===== config.mk =====
export PLATFORM = sky130hd
export DESIGN_NAME = cmr_regs
export DESIGN_NICKNAME = d
export VERILOG_FILES = /design/src/shared/cmr_pkg.sv /design/src/design/cmr_pin_decode.sv /design/src/design/cmr_regs.sv
export SDC_FILE = /design/constraint.sdc
export NUM_CORES = 1
export LEC_CHECK = 0
export ABC_AREA = 1
export BUFFER_PORTS_ARGS = -buffer_cell sky130_fd_sc_hd__buf_2
export CORE_MARGIN = 2
export CORE_UTILIZATION = 30
export DETAILED_ROUTE_END_ITERATION = 16
export PLACE_DENSITY = 0.56
export SKIP_LAST_GASP = 1
export SYNTH_ARGS = -nofsm -noshare
export SYNTH_HDL_FRONTEND = slang
export SYNTH_SLANG_ARGS = --single-unit

===== constraint.sdc =====
create_clock -name clk -period 1.7 [get_ports clk]
set_input_delay 0.425 -clock clk [delete_from_list [all_inputs] [get_ports clk]]
set_output_delay 0.425 -clock clk [all_outputs]
set_load 0.02 [all_outputs]

===== src/shared/cmr_pkg.sv =====
`default_nettype none
package cmr_pkg;
    // Special-function addresses.
    localparam logic [7:0] ADDR_CTRL = 8'h9b;
    localparam logic [7:0] ADDR_MODE = 8'h9d;
    localparam logic [7:0] ADDR_MUX = 8'h9f;
    // Reset values.
    localparam logic [7:0] RST_CTRL = 8'h00;
    localparam logic [7:0] RST_MODE = 8'h02;
    localparam logic [7:0] RST_MUX = 8'hff;
    // Control register fields.
    localparam int CTRL_EN_BIT = 7;
    localparam int CTRL_OUT_BIT = 6;
    localparam int CTRL_RIF_BIT = 5;
    localparam int CTRL_FIF_BIT = 4;
    // Mode register fields.
    localparam int MODE_RIE_BIT = 5;
    localparam int MODE_FIE_BIT = 4;
    localparam logic [7:0] MODE_WMASK = 8'h33;
    // Mux register fields.
    localparam int MUX_NEG_LSB = 4;
    localparam int MUX_POS_LSB = 0;
    localparam int MUX_NONE_BIT = 3;
    // Typical response times for modes 0 and 3, in ns.
    localparam int RESP_MODE0_NS = 100;
    localparam int RESP_MODE3_NS = 1050;
    localparam int CLK_PERIOD_NS = 4;
    localparam int RESP_MODE0_CYC = RESP_MODE0_NS / CLK_PERIOD_NS;
    localparam int RESP_MODE3_CYC = RESP_MODE3_NS / CLK_PERIOD_NS;

    // Special-function bus request.
    typedef struct packed {
        logic wr;
        logic rd;
        logic [7:0] addr;
        logic [7:0] wdata;
    } cmr_sfr_req_s;

    // Analog control outputs.
    typedef struct packed {
        logic enable;
        logic [1:0] response_mode;
        logic [7:0] pos_pin_sel;
        logic [7:0] neg_pin_sel;
    } cmr_ana_ctl_s;
endpackage
`default_nettype wire


===== src/design/cmr_pin_decode.sv =====
`default_nettype none
module cmr_pin_decode (
    input wire logic [3:0] code,
    output logic [7:0] pin_sel
);
    // One-hot pin select; any code with the top bit set connects no pin.
    always_comb begin
        pin_sel = 8'h00;
        if (!code[cmr_pkg::MUX_NONE_BIT]) begin
            pin_sel[code[2:0]] = 1'b1;
        end
    end
endmodule
`default_nettype wire


===== src/design/cmr_regs.sv =====
`default_nettype none
// Summary of operation
// - Mux bits 7-4 pick negative pin P0.1..P1.7; bit 7 set connects none.
// - Mux bits 3-0 pick positive pin P0.0..P1.6; bit 3 set connects none.
// - Mode bit 5 enables the rising-edge interrupt.
// - Mode bit 4 enables the falling-edge interrupt.
// - Mode bits 7-6 and 3-2 read zero and ignore writes.
// - Mode bits 1-0 drive the analog response-time mode, 0 fastest, 3 slowest.
// - A high-to-low change of the synchronised output sets the falling flag.
// - A low-to-high change of the synchronised output sets the rising flag.
// - Edge flags stay set until software clears them.
module cmr_regs (
    input wire logic clk,
    input wire logic sys_rst,
    input wire logic clk_en,
    input wire cmr_pkg::cmr_sfr_req_s sfr_req,
    output logic [7:0] sfr_rdata,
    input wire logic cmp_raw,
    output var cmr_pkg::cmr_ana_ctl_s ana_ctl,
    output logic cmp_irq
);
    // ------------------------------------------------------------
    // State
    // ------------------------------------------------------------
    typedef struct packed {
        logic [7:0] ctrl;
        logic [7:0] mode;
        logic [7:0] mux;
        logic sync1;
        logic sync2;
        logic out_state;
        logic [7:0] rdata;
        logic irq;
        cmr_pkg::cmr_ana_ctl_s ana;
    } cmr_state_s;

    localparam cmr_state_s ST_RESET = '{ctrl: cmr_pkg::RST_CTRL, mode: cmr_pkg::RST_MODE,
        mux: cmr_pkg::RST_MUX, sync1: 1'b0, sync2: 1'b0, out_state: 1'b0, rdata: 8'h00,
        irq: 1'b0, ana: '{enable: 1'b0, response_mode: cmr_pkg::RST_MODE[1:0], pos_pin_sel: 8'h00,
        neg_pin_sel: 8'h00}};

    cmr_state_s st;
    cmr_state_s next_st;
    logic [7:0] pos_sel;
    logic [7:0] neg_sel;
    logic [7:0] next_mux;

    // ------------------------------------------------------------
    // Input pin decoders
    // ------------------------------------------------------------
    // Mux value that the coming edge will hold; taken apart from the state copy so that
    // the decoders do not form a loop through the next-state process.
    assign next_mux = (sfr_req.wr && sfr_req.addr == cmr_pkg::ADDR_MUX) ? sfr_req.wdata : st.mux;
    cmr_pin_decode u_neg (
        .code(next_mux[cmr_pkg::MUX_NEG_LSB +: 4]),
        .pin_sel(neg_sel)
    );
    cmr_pin_decode u_pos (
        .code(next_mux[cmr_pkg::MUX_POS_LSB +: 4]),
        .pin_sel(pos_sel)
    );

    // ------------------------------------------------------------
    // Next-state logic
    // ------------------------------------------------------------
    // Register writes, edge flags, read data and analog controls.
    always_comb begin
        logic rise;
        logic fall;
        logic [7:0] wr_ctrl;
        rise = 1'b0;
        fall = 1'b0;
        wr_ctrl = 8'h00;
        next_st = st;
        next_st.sync1 = cmp_raw;
        next_st.sync2 = st.sync1;
        next_st.out_state = st.sync2 & st.ctrl[cmr_pkg::CTRL_EN_BIT];
        rise = next_st.out_state & ~st.out_state;
        fall = ~next_st.out_state & st.out_state;
        if (sfr_req.wr) begin
            case (sfr_req.addr)
                cmr_pkg::ADDR_CTRL: begin
                    wr_ctrl = sfr_req.wdata;
                    next_st.ctrl = {wr_ctrl[7], 1'b0, wr_ctrl[5:0]};
                end
                cmr_pkg::ADDR_MODE: next_st.mode = sfr_req.wdata & cmr_pkg::MODE_WMASK;
                cmr_pkg::ADDR_MUX: next_st.mux = sfr_req.wdata;
                default: next_st.ctrl = st.ctrl;
            endcase
        end
        // sticky flags, set wins over software clear
        if (rise) begin
            next_st.ctrl[cmr_pkg::CTRL_RIF_BIT] = 1'b1;
        end
        if (fall) begin
            next_st.ctrl[cmr_pkg::CTRL_FIF_BIT] = 1'b1;
        end
        next_st.ctrl[cmr_pkg::CTRL_OUT_BIT] = 1'b0;
        // Read data reflects the live output bit in the control register.
        next_st.rdata = 8'h00;
        if (sfr_req.rd) begin
            case (sfr_req.addr)
                cmr_pkg::ADDR_CTRL: begin
                    next_st.rdata = st.ctrl;
                    next_st.rdata[cmr_pkg::CTRL_OUT_BIT] = st.out_state;
                end
                cmr_pkg::ADDR_MODE: next_st.rdata = st.mode;
                cmr_pkg::ADDR_MUX: next_st.rdata = st.mux;
                default: next_st.rdata = 8'h00;
            endcase
        end
        next_st.irq = (next_st.ctrl[cmr_pkg::CTRL_RIF_BIT] & next_st.mode[cmr_pkg::MODE_RIE_BIT])
            | (next_st.ctrl[cmr_pkg::CTRL_FIF_BIT] & next_st.mode[cmr_pkg::MODE_FIE_BIT]);
        next_st.ana.response_mode = next_st.mode[1:0];
        next_st.ana.enable = next_st.ctrl[cmr_pkg::CTRL_EN_BIT];
        next_st.ana.pos_pin_sel = pos_sel;
        next_st.ana.neg_pin_sel = neg_sel;
    end

    // ------------------------------------------------------------
    // State register
    // ------------------------------------------------------------
    // Holds all state; the clock enable freezes everything.
    always_ff @(posedge clk or posedge sys_rst) begin
        if (sys_rst) begin
            st <= ST_RESET;
        end else if (clk_en) begin
            st <= next_st;
        end
    end

    assign sfr_rdata = st.rdata;
    assign ana_ctl = st.ana;
    assign cmp_irq = st.irq;

    // ------------------------------------------------------------
    // Assertions
    // ------------------------------------------------------------
    a_mode_unused_zero: assert property (@(posedge clk) disable iff (sys_rst)
        (st.mode & ~cmr_pkg::MODE_WMASK) == 8'h00) else $error("Unused mode bits not zero.");
    a_rise_flag_set: assert property (@(posedge clk) disable iff (sys_rst)
        clk_en && st.out_state == 1'b0 && next_st.out_state |=> st.ctrl[cmr_pkg::CTRL_RIF_BIT])
        else $error("Rising edge did not set flag.");
    a_fall_flag_set: assert property (@(posedge clk) disable iff (sys_rst)
        clk_en && st.out_state && !next_st.out_state |=> st.ctrl[cmr_pkg::CTRL_FIF_BIT])
        else $error("Falling edge did not set flag.");
    a_flag_sticky: assert property (@(posedge clk) disable iff (sys_rst)
        st.ctrl[cmr_pkg::CTRL_RIF_BIT] && !(sfr_req.wr && sfr_req.addr == cmr_pkg::ADDR_CTRL)
        |=> st.ctrl[cmr_pkg::CTRL_RIF_BIT]) else $error("Rising flag dropped without clear.");
    a_disabled_low: assert property (@(posedge clk) disable iff (sys_rst)
        !st.ctrl[cmr_pkg::CTRL_EN_BIT] && clk_en |=> !st.out_state) else $error("Output high while off.");
    a_irq_rise_gate: assert property (@(posedge clk) disable iff (sys_rst)
        !st.mode[cmr_pkg::MODE_RIE_BIT] && !(st.ctrl[cmr_pkg::CTRL_FIF_BIT] && st.mode[cmr_pkg::MODE_FIE_BIT])
        |-> !st.irq) else $error("Rising flag raised an interrupt while masked.");
    a_irq_fall_gate: assert property (@(posedge clk) disable iff (sys_rst)
        st.mode[cmr_pkg::MODE_FIE_BIT] && st.ctrl[cmr_pkg::CTRL_FIF_BIT] |-> st.irq)
        else $error("Falling interrupt missing.");
    a_irq_combined: assert property (@(posedge clk) disable iff (sys_rst)
        st.irq == ((st.ctrl[cmr_pkg::CTRL_RIF_BIT] & st.mode[cmr_pkg::MODE_RIE_BIT])
        | (st.ctrl[cmr_pkg::CTRL_FIF_BIT] & st.mode[cmr_pkg::MODE_FIE_BIT]))) else $error("Interrupt mismatch.");
    a_mode_write_mask: assert property (@(posedge clk) disable iff (sys_rst)
        clk_en && sfr_req.wr && sfr_req.addr == cmr_pkg::ADDR_MODE
        |=> st.mode == ($past(sfr_req.wdata) & cmr_pkg::MODE_WMASK)) else $error("Mode write not masked.");
    a_enable_out: assert property (@(posedge clk) disable iff (sys_rst)
        st.ana.enable == st.ctrl[cmr_pkg::CTRL_EN_BIT]) else $error("Enable not passed on.");
    a_resp_mode: assert property (@(posedge clk) disable iff (sys_rst)
        st.ana.response_mode == st.mode[1:0]) else $error("Response mode not passed on.");
    a_neg_none: assert property (@(posedge clk) disable iff (sys_rst)
        st.mux[7] |-> st.ana.neg_pin_sel == 8'h00) else $error("Negative pin connected for none code.");
    a_pos_none: assert property (@(posedge clk) disable iff (sys_rst)
        st.mux[3] |-> st.ana.pos_pin_sel == 8'h00) else $error("Positive pin connected for none code.");
endmodule
`default_nettype wire


* Word-level counts from Yosys, hierarchy flattened
Index checks and enable logic that the tools add are counted.
** Storage, ports and cells
- Flip-flop bits (word level) :: 50
- Word-level logic and storage cells :: 48
** Cells by class
- Order comparisons :: 4
- Equal/unequal tests :: 3
- Mux-type cells :: 15
- Bitwise logic cells :: 8
- Reduce and logical (&&, ||, !) cells :: 5
** Operator list (count)
- $mux W8 :: 6
- $eq A8 B8 Y1 const B :: 3
- $mux W24 :: 1
- $pmux W8 S3 :: 1
- $lt A3 B4 Y1 const B :: 2
- $demux W1 S3 :: 2
- $ge A3 B1 Y1 const B :: 2
- $mux W6 :: 1
- $reduce_and A3 Y1 :: 2
- $and A1 B1 Y1 :: 5
- $mux W1 :: 4
- $logic_and A1 B1 Y1 :: 3
- $not A1 Y1 :: 2
- $or A1 B1 Y1 :: 1

* Logic depth before layout (Yosys ltp)
Gate-level depths: netlist (run 1).
- Word-level depth :: 8
- Mapped depth :: 10
- Depth with buffers taken out :: 9

* Hierarchy
A second synthesis (run 1) with hierarchy kept.
** Unflattened totals
- Cell total of the unflattened synthesis :: 335
- Area total of the unflattened synthesis :: 2596.2 µm²
** Modules (own cells, without submodules)
- cmr_regs :: times used 1, cells an instance 299, area each 2456.1 µm², seq. area each 1187.4 µm²
- cmr_pin_decode at u_pos :: times used 1, cells an instance 18, area each 72.6 µm², seq. area each 0.0 µm²
- cmr_pin_decode at u_neg :: times used 1, cells an instance 18, area each 67.6 µm², seq. area each 0.0 µm²

* Worst setup path before layout (run 1)
Ideal clock, no wire load.
- Kind :: input port to flip-flop
- From :: in sfr_req[17] in the netlist's numbering
- To :: reg st, in the netlist cmp_irq
- Arrival time :: 1251 ps
- Data required time :: 1576 ps
- Slack :: 325 ps
- Cell stages on the path :: 7
- Path through :: buf_2 buf_1 nand3_1 nand2_1 nand3_1 nand2_1 nand3_1
** Between the ends
- Cells in the longest elaborated chain, start to end :: 4
- Elaborated cells on any way between the ends :: 6
** RTL lines
- start, declared :: line cmr_regs.sv:16 : input wire cmr_pkg::cmr_sfr_req_s sfr_req,
- $mux W24 (*) :: line cmr_regs.sv:80 : if (sfr_req.wr) begin
- $mux W1 (on tied branches) :: line cmr_regs.sv:92, cmr_regs.sv:95
- $and A1 B1 Y1 (on tied branches) :: line cmr_regs.sv:112, cmr_regs.sv:113
- $or A1 B1 Y1 (*) :: line cmr_regs.sv:113 : | (next_st.ctrl[cmr_pkg::CTRL_FIF_BIT] & next_st.mode[cmr_pkg::MODE_FIE_BIT]);
- end signal, assigned :: line cmr_regs.sv:128 : st <= next_st;
- end, declared :: line cmr_regs.sv:42 : cmr_state_s st;
Every way passes the cells marked *; elsewhere a longest branch is shown, timed or not.
A chain may end at the register's enable or synchronous reset.

==> results of run 1 <==
-- power groups by stage --
| stage | Combinational, mW | Clock, mW | Sequential, mW |
|---|---|---|---|
| final | 0.198 | 0.654 | 1.16 |
| after detailed placement | 0.202 | 0 | 1.18 |
| after global routing | 0.228 | 0.723 | 1.17 |
| after CTS | 0.202 | 0.680 | 1.16 |
| after global placement | 0.199 | 0 | 1.18 |
| after floorplan | 0.126 | 0 | 1.18 |
-- per-stage QoR --
stage	setup TNS [ns]	cell area, um2
finish	0	2910
global route	0	2910
CTS	0	2910
detailed placement	-0.0867	2830
global placement	0	2830
floorplan	0	2600
-- layout make-up --
class / count / area (um2) / share of cell area, %
tap: 105 / 131 / 4.51
multi-input combinational: 223 / 1040 / 35.7
clock buffer: 7 / 76.3 / 2.62
sequential: 47 / 1190 / 40.8
timing repair buffer: 61 / 360 / 12.4
clock inverter: 1 / 5.00 / 0.172
inverter: 30 / 113 / 3.87
-- worst min path at each step --
stage	from	end	slack [ns]	cells after the start
2_1_floorplan	sfr_rdata[0]$_DFFE_PP0P_	sfr_rdata[0]$_DFFE_PP0P_	0.45	2
3_3_place_gp	ana_ctl[1]$_DFFE_PP0P_	ana_ctl[1]$_DFFE_PP0P_	0.46	2
3_5_place_dp	ana_ctl[2]$_DFFE_PP0P_	ana_ctl[2]$_DFFE_PP0P_	0.46	2
4_1_cts	sys_rst	ana_ctl[4]$_DFFE_PP0P_	0.16	3
5_1_grt	sys_rst	ana_ctl[15]$_DFFE_PP0P_	0.17	3
6_report	sys_rst	ana_ctl[7]$_DFFE_PP0P_	0.15	3
-- metal layers --
| layer | GRT usage, % | vias up | wire [um] |
|---|---|---|---|
| li1 | - | 1117 | - |
| met1 | 18.1 | 990 | 2800 |
| met2 | 20.5 | 48 | 2750 |
| met3 | 3.38 | 5 | 286 |
| met4 | 3.47 | 0 | 63 |
| met5 | 0 | - | 0 |
-- synthesized netlist by cell type --
master,n
nand2_2,12
a21boi_0,2
o21ai_1,14
buf_1,1
o21ai_2,2
buf_2,4
buf_6,1
dfrtp_1,38
nor2_2,2
clkbuf_1,6
nor2_1,11
nand3_1,38
nand2_1,117
o21ai_0,5
nand4_1,15
a21oi_1,1
nand3_4,1
dfstp_2,9
nor2_4,1
buf_4,27
inv_1,28
o22ai_1,1
nor2_8,1
inv_2,2
-- flip-flops by register name, indices dropped and copies added, names as in the netlist --
register   cells
st            20
ana_ctl       17
sfr_rdata      8
cmp_irq        1
next_st        1
-- kinds of logic (layout without fill, tap and decap cells) --
logic type / after synthesis / after routing / share of synthesized area (%)
AND/OR/NAND/NOR: 198 / 198 / 34.6
buffers and inverters: 69 / 99 / 14.3
flip-flops: 47 / 47 / 45.7
AO/OA/AOI/OAI: 25 / 25 / 5.34
==> flow_metrics.py, run 1 <==
metrics = {
    "run_status": {
        "status": "finished, final reports clean",
    },
    "timing": {
        "finClkSkew_ns": 0.00338,
        "fmax_ghz": 0.692,
        "tightest_slew_ns": 0.336,
        "setup_slack_ns": 0.255,
        "whs_ns": 0.146,
        "final-setup-viol-count": 0,
        "slew_headroom_pct": 77.5,
        "fin_crit_sh_pct": 85.0,
        "rsz0062_at_grt": "false",
        "hold_viol": 0,
        "slew_violations": 0,
        "min_period_ns": 1.44,
    },
    "drt": {
        "drt-pass1-iter-count": 4,
        "avgRoutedWirePerCell_um": 12.4,
        "drc": 0,
        "drtIter0Drc": 103,
        "vias": 2160,
        "vias_per_cell": 4.56,
        "drt_wl_total_um": 5900,
        "drtAntennaViolNets": 0,
    },
    "clocking": {
        "root_buffer": "clkbuf_8",
        "cts.clk_slew.worst_paths_ns": 0.08,
        "cts_made_buffers": 5,
        "cts_setup_buffers": 0,
        "cts.htree.levels": 2,
        "cts.sinks": 47,
        "post_cts_resized": 0,
        "cts_tree": "yes",
        "clkLatencyLatePin_ns": 0.30,
        "cts_hold_buf": 0,
        "clock_path_buffers": 2,
    },
    "worst_setup_path": {
        "slowest_stage": "dfstp_2",
        "r2r-end": "ana_ctl[7]$_DFFE_PP0P_",
        "crit_start": "st[40]$_DFFE_PP1P_",
        "reg2reg_depth": 6,
        "rr_startpoint": "st[36]$_DFFE_PP1P_",
        "crit_path_end_kind": "output pin",
        "cp_data_required_time_ns": 1.27,
        "worstPathArrival_ns": 1.02,
        "cp-endpoint": "ana_ctl[17]",
        "rrSetupSlack_ns": 0.57,
        "crit_family": "flip-flops",
        "path_cells": "buf_2",
        "start_kind": "flop",
        "crit_buf_inv": 1,
        "max_stage_delay_ns": 0.56,
        "cp.depth": 1,
        "worstSetupPathType": "reg2out",
        "crit_fanout": 3,
    },
    "power": {
        "p_switching_mw": 0.516,
        "peakVddDrop_uv": 291,
        "power_mw": 2.02,
        "leakage_nw": 1.61,
        "swShare_pct": 25.6,
        "clkPwrFrac_pct": 32.4,
        "power.internal_mw": 1.50,
        "combPwrFrac_pct": 9.8,
        "power.density_nw_per_um2": 692,
        "seqPwrFrac_pct": 57.7,
    },
    "hold_path": {
        "holdCritPathClass": "in2async",
    },
    "final_layout": {
        "antenna-diode-count": 0,
        "final_common_cell": "nand2_1",
        "nets": 390,
        "final_cell_mix": "nand2_1, buf_2, nand3_1, dfrtp_1, inv_1",
        "post_layout_nonfiller_instances": 474,
        "drive_gt1_share_pct": 26.6,
        "final_core_util_pct": 35.1,
        "area_growth_pct": 12.0,
        "fillers": 886,
    },
    "global_route": {
        "grt_pass1_vias": 2095,
        "grtUsageTotal_pct": 13.1,
        "grt.overflow.total": 0,
        "grt_antenna_before_repair": 0,
        "grt_first_pass_wirelength_um": 10100,
        "grt_max_degree": 48,
    },
    "logic_synthesis": {
        "synth.area.top_cells": "dfrtp_1, nand2_1, dfstp_2",
        "yosysWarnings": 0,
        "synthesis.area_um2": 2600,
        "synthCells": 339,
        "avgSynthCellArea_um2": 7.67,
        "syn_nets": 361,
        "synth_top_area_cell": "dfrtp_1",
        "ys_ff_latch": 47,
        "ys_seq_area_share_pct": 45.7,
        "synth_top_area_share_pct": 36.6,
        "netlist-cell-type-count": 24,
    },
    "place": {
        "place_inst": 466,
        "hpwl_um": 4450,
        "io_buffers": 49,
        "dp_slack_ns": -0.0298,
        "routabilityCongestion": 0.846,
    },
    "die": {
        "num_rows": 33,
        "dieArea_um2": 9430,
        "initial_utilization_pct": 31.3,
        "ios": 50,
        "core_um2": 8300,
        "die_w_um": 97.1,
        "fp.dieH_um": 97.1,
    },
    "flow_run": {
        "maxCapViolations": 0,
    },
}
(Power assumes the default switching activity.)
==> run 2: changes to the inputs <==
Settings changed: PLACE_DENSITY 0.56 to 0.57.
Clock period 1.7 ns to 1.2 ns, I/O delays scaled along.
==> run 2 against run 1 <==
Against the previous run:
- the flow now finishes with violations (negative setup slack)
- global-route usage rose by 0.80 points
- setup slack worse by 0.33 ns
- via count grew 6.4%
- wire length increased by 8.6%
- clock-buffer cell count unchanged
- utilization increased by 6.7 points
- combinational power grew 92%
- clock skew grew 0.013 ns
- first-iteration DRC count shrank 24%
- power rose by 53%
- critical path type unchanged
- highest routed layer unchanged
==> flow_metrics.py, run 2 (same netlist as run 1, synthesis figures left out) <==
metrics = {
    "worst_setup_path": {
        "max_stage_delay_ns": 0.55,
        "crit_path_end_kind": "output pin",
        "worstPathArrival_ns": 0.98,
        "cp_data_required_time_ns": 0.90,
        "crit_fanout": 2,
        "crit_buf_inv": 1,
        "start_kind": "flop",
        "worstSetupPathType": "reg2out",
        "crit_family": "flip-flops",
        "path_cells": "buf_6",
        "slowest_stage": "dfstp_2",
    },
    "clocking": {
        "root_buffer": "clkbuf_8",
        "clkLatencyLatePin_ns": 0.31,
        "cts_hold_buf": 0,
        "cts_made_buffers": 5,
        "cts.clk_slew.worst_paths_ns": 0.10,
        "cts_tree": "yes",
        "cts.htree.levels": 2,
        "cts.sinks": 47,
        "clock_path_buffers": 2,
    },
    "timing": {
        "finClkSkew_ns": 0.0164,
        "min_period_ns": 1.28,
        "slew_headroom_pct": 83.0,
        "fmax_ghz": 0.783,
        "fin_crit_sh_pct": 106,
        "tightest_slew_ns": 0.254,
        "hold_viol": 0,
        "slew_violations": 0,
        "setup_slack_ns": -0.0775,
        "rsz0062_at_grt": "true",
        "final-setup-viol-count": 1,
    },
    "final_layout": {
        "regMostFlops": "st",
        "antenna-diode-count": 0,
        "final_core_util_pct": 41.8,
        "area_growth_pct": 33.3,
        "final_common_cell": "nand2_1",
        "postLayoutCellArea_um2": 3470,
        "largest_reg_flops": 20,
        "nets": 416,
        "final_cell_mix": "nand2_1, buf_2, dfrtp_1, buf_4, nand3_1",
        "post_layout_nonfiller_instances": 500,
        "drive_gt1_share_pct": 42.0,
        "fillers": 843,
    },
    "power": {
        "leakage_nw": 1.84,
        "swShare_pct": 25.7,
        "peakVddDrop_uv": 414,
        "combPwrFrac_pct": 12.3,
        "seqPwrFrac_pct": 53.3,
        "power.density_nw_per_um2": 892,
        "power.internal_mw": 2.30,
        "p_switching_mw": 0.795,
        "power_mw": 3.09,
        "clkPwrFrac_pct": 34.4,
    },
    "run_status": {
        "status": "complete, but fails checks",
        "violations": "negative setup slack",
    },
    "place": {
        "place_inst": 484,
        "routabilityCongestion": 0.861,
        "place_area_um2": 3040,
        "io_buffers": 49,
        "dp_slack_ns": -0.364,
        "hpwl_um": 4710,
    },
    "drt": {
        "vias": 2298,
        "avgRoutedWirePerCell_um": 12.8,
        "drt-pass1-iter-count": 4,
        "drc": 0,
        "vias_per_cell": 4.60,
        "drt_wl_total_um": 6400,
        "drtAntennaViolNets": 0,
        "drtIter0Drc": 78,
    },
    "global_route": {
        "grt.overflow.total": 0,
        "grt_antenna_before_repair": 0,
        "grt_pass1_vias": 2190,
        "grt_first_pass_wirelength_um": 10600,
        "grtUsageTotal_pct": 13.9,
        "grt_max_degree": 48,
    },
    "die": {
        "die_w_um": 97.1,
        "ios": 50,
        "initial_utilization_pct": 31.3,
        "core_um2": 8300,
        "fp.dieH_um": 97.1,
        "num_rows": 33,
        "dieArea_um2": 9430,
    },
    "hold_path": {
        "holdCritPathClass": "in2async",
    },
    "flow_run": {
        "maxCapViolations": 0,
    },
}
run 2: metrics by stage:
step / hold slack, ns / TNS (ns)
floorplan: 0.320 / -0.229
global placement: 0.381 / -12.30
detailed placement: 0.384 / -13.18
CTS: 0.0426 / -0.0877
global route: 0.0558 / -0.439
finish: 0.0322 / -0.0775
run 2: layout make-up:
cell class                      count  area [um2]  share of cell area [%]
Clock inverter                      1        7.51                   0.217
Inverter                           30         136                    3.94
Sequential cell                    47        1190                    34.3
Multi-Input combinational cell    224        1290                    37.3
Clock buffer                        7        96.3                    2.78
Tap cell                          105         131                    3.79
Timing Repair Buffer               86         616                    17.8
run 2: final timing paths:
kind                                              from                       to  slack, ns  cells past startpoint
worst max-delay path                st[40]$_DFFE_PP1P_              ana_ctl[17]      -0.08                      1
worst min-delay path                           sys_rst       st[49]$_DFFE_PP0P_       0.03                      3
worst max register to register      st[36]$_DFFE_PP1P_   ana_ctl[6]$_DFFE_PP0P_       0.04                      6
worst min register to register  ana_ctl[5]$_DFFE_PP0P_   ana_ctl[5]$_DFFE_PP0P_       0.47                      2
max in group asynchronous                      sys_rst       st[34]$_DFFE_PP1P_       0.88                      3
min in group clk                               cmp_raw  next_st[29]$_DFFE_PP0P_       0.21                      3
run 2: layer usage:
metal,global-route usage (%),vias up,wire (um)
met2,22.5,47,3060
met1,18.9,1072,2980
met5,0,-,0
met4,4.01,0,76
li1,-,1173,-
met3,2.88,6,278
run 2: repair_timing:
action | in CTS | in global routing
setup buffers | 2 | 4
gates cloned | 1 | 1
gates resized for setup | 5 | 61
endpoints found under the setup margin | 20 | 45
hold endpoints to repair | 0 | 0
pin swaps | 2 | 28
run 2: power groups by stage:
stage	registers, mW	logic, mW	clock network (mW)
after floorplan	1.67	0.192	0
after global placement	1.68	0.329	0
after detailed placement	1.68	0.336	0
after CTS	1.65	0.345	1.10
after global routing	1.65	0.424	1.17
final	1.65	0.380	1.06
run 2: worst reg2reg max path: cells and delay by family, from the launching register on:
| family | cells | cell delay [ns] |
|---|---|---|
| buffers and inverters | 1 | 0.06 |
| flip-flops | 1 | 0.59 |
| AND/OR/NAND/NOR | 5 | 0.43 |
==> run 3: changes to the inputs <==
Settings changed: BUFFER_PORTS_ARGS -buffer_cell sky130_fd_sc_hd__buf_2 to default, CTS_CLUSTER_DIAMETER from default to 30, DONT_BUFFER_PORTS from default to 1, PLACE_DENSITY 0.57 to 0.52.
Clock period 1.2 ns to 1.15 ns, I/O delays scaled along.
==> run 3 against run 2 <==
Against the previous run:
- the flow still finishes with violations (negative setup slack)
- global-route usage shrank 0.59 points
- clock power up 13%
- via count shrank 11%
- setup slack got worse by 0.016 ns
- flip-flop and latch count unchanged
- power is 3.1% higher
- critical path depth unchanged
- clock-buffer cell count did not move
- highest routed layer unchanged
==> flow_metrics.py, run 3 (same netlist as run 1, synthesis figures left out) <==
metrics = {
    "timing": {
        "tightest_slew_ns": 0.270,
        "fin_crit_sh_pct": 108,
        "rsz0062_at_grt": "true",
        "min_period_ns": 1.24,
        "slew_violations": 0,
        "setup_slack_ns": -0.0939,
        "final-setup-viol-count": 1,
        "fmax_ghz": 0.804,
        "finClkSkew_ns": 0.00211,
        "slew_headroom_pct": 82.0,
        "hold_viol": 0,
        "fin_setup_tns_ns": -0.0939,
    },
    "place": {
        "io_buffers": 0,
        "hpwl_um": 4460,
        "place_area_um2": 2720,
        "routabilityCongestion": 0.783,
        "dp_slack_ns": -0.219,
    },
    "global_route": {
        "grt.overflow.total": 0,
        "grtUsageTotal_pct": 13.3,
        "grt_max_degree": 48,
        "grt_first_pass_wirelength_um": 10200,
        "grt_pass1_vias": 2041,
        "grt_antenna_before_repair": 0,
    },
    "worst_setup_path": {
        "worstPathArrival_ns": 0.96,
        "crit_fanout": 2,
        "crit_family": "flip-flops",
        "crit_path_end_kind": "output pin",
        "reg2reg_depth": 6,
        "cp_data_required_time_ns": 0.86,
        "slowest_stage": "dfstp_2",
        "path_cells": "buf_6",
        "cp.depth": 1,
        "worstSetupPathType": "reg2out",
        "crit_buf_inv": 1,
        "max_stage_delay_ns": 0.54,
        "start_kind": "flop",
    },
    "final_layout": {
        "antenna-diode-count": 0,
        "final_common_cell": "nand2_1",
        "final_cell_mix": "nand2_1, dfrtp_1, nand3_1, inv_1, buf_4",
        "fillers": 870,
        "drive_gt1_share_pct": 25.6,
        "largest_reg_flops": 20,
        "regMostFlops": "st",
        "nets": 353,
        "area_growth_pct": 14.1,
        "postLayoutCellArea_um2": 2970,
    },
    "clocking": {
        "root_buffer": "clkbuf_8",
        "cts.clk_slew.worst_paths_ns": 0.09,
        "clkLatencyLatePin_ns": 0.30,
        "cts_tree": "yes",
        "cts.htree.levels": 2,
        "cts_made_buffers": 5,
        "clock_path_buffers": 2,
        "cts.sinks": 47,
    },
    "drt": {
        "vias": 2047,
        "drc": 0,
        "drt-pass1-iter-count": 4,
        "drtIter0Drc": 118,
        "drt_wl_total_um": 6050,
        "vias_per_cell": 4.68,
        "avgRoutedWirePerCell_um": 13.9,
        "drtAntennaViolNets": 0,
    },
    "flow_run": {
        "maxCapViolations": 0,
    },
    "die": {
        "initial_utilization_pct": 31.3,
        "ios": 50,
        "num_rows": 33,
        "fp.dieH_um": 97.1,
        "dieArea_um2": 9430,
        "die_w_um": 97.1,
        "core_um2": 8300,
    },
    "power": {
        "power.density_nw_per_um2": 1070,
        "peakVddDrop_uv": 745,
        "leakage_nw": 1.46,
    },
    "run_status": {
        "status": "complete, but fails checks",
        "violations": "negative setup slack",
    },
    "hold_path": {
        "holdCritPathClass": "in2reg",
        "min_path_cells": 1,
    },
}
run 3: cell types whose count changed in the layout (fill, tap and decap cells not counted), sizes merged:
cell / delta
bufinv: +1
clkinvlp: -1
nand3: -1
clkinv: -1
dlygate4sd3: +1
inv: +1
buf: -63
run 3: report_power, final:
part | switching (mW) | internal [mW] | leakage, nW | total (mW)
Combinational | 0.165 | 0.0919 | 0.800 | 0.257
Clock | 0.552 | 0.651 | 0.0524 | 1.20
Sequential | 0.0285 | 1.70 | 0.613 | 1.72
run 3: worst paths after layout:
check,startpoint,end,slack [ns]
max reg2reg,st[36]$_DFFE_PP1P_,ana_ctl[2]$_DFFE_PP0P_,0.04
min reg2reg,st[35]$_DFFE_PP1P_,st[35]$_DFFE_PP1P_,0.48
min in group asynchronous,sys_rst,ana_ctl[7]$_DFFE_PP0P_,0.52
max,st[40]$_DFFE_PP1P_,ana_ctl[17],-0.09
max in group asynchronous,sys_rst,st[34]$_DFFE_PP1P_,0.35
min,clk_en,next_st[29]$_DFFE_PP0P_,0.09
run 3: metal layers:
layer | part of all wire [%] | up-vias | wire (um) | global-route usage, %
li1 | - | 1038 | - | -
met5 | 0 | - | 0 | 0
met2 | 47 | 42 | 2830 | 21.2
met1 | 46 | 963 | 2800 | 17.6
met3 | 5.9 | 4 | 355 | 4.39
met4 | 1.0 | 0 | 62 | 3.36
run 3: final cells by class:
cell class              instances  area, um2  share of cell area [%]
repair buffers                 24        206                    6.96
clock buffers                   7       76.3                    2.57
multi-input cells             223       1200                    40.5
flip-flops and latches         47       1190                    40.0
well taps                     105        131                    4.43
clock inverters                 1       30.0                    1.01
inverters                      30        134                    4.51
run 3: repair_timing:
item | in CTS | in global routing
setup endpoints to repair | 2 | 20
hold endpoints to repair | 38 | 0
pin swaps | 0 | 7
resized for setup | 1 | 29
hold buffers | 1 | 0
setup buffers | 1 | 2
run 3: stage by stage:
stage               hold slack, ns  std cells  total power [mW]  utilization (%)
global placement             0.244        425              1.99             32.7
detailed placement           0.246        425              1.99             32.7
finish                      0.0897        437              3.18             35.7
floorplan                    0.307        339              1.95                -
global route                0.0972        437              3.33             35.7
CTS                         0.0808        435              3.21             34.3
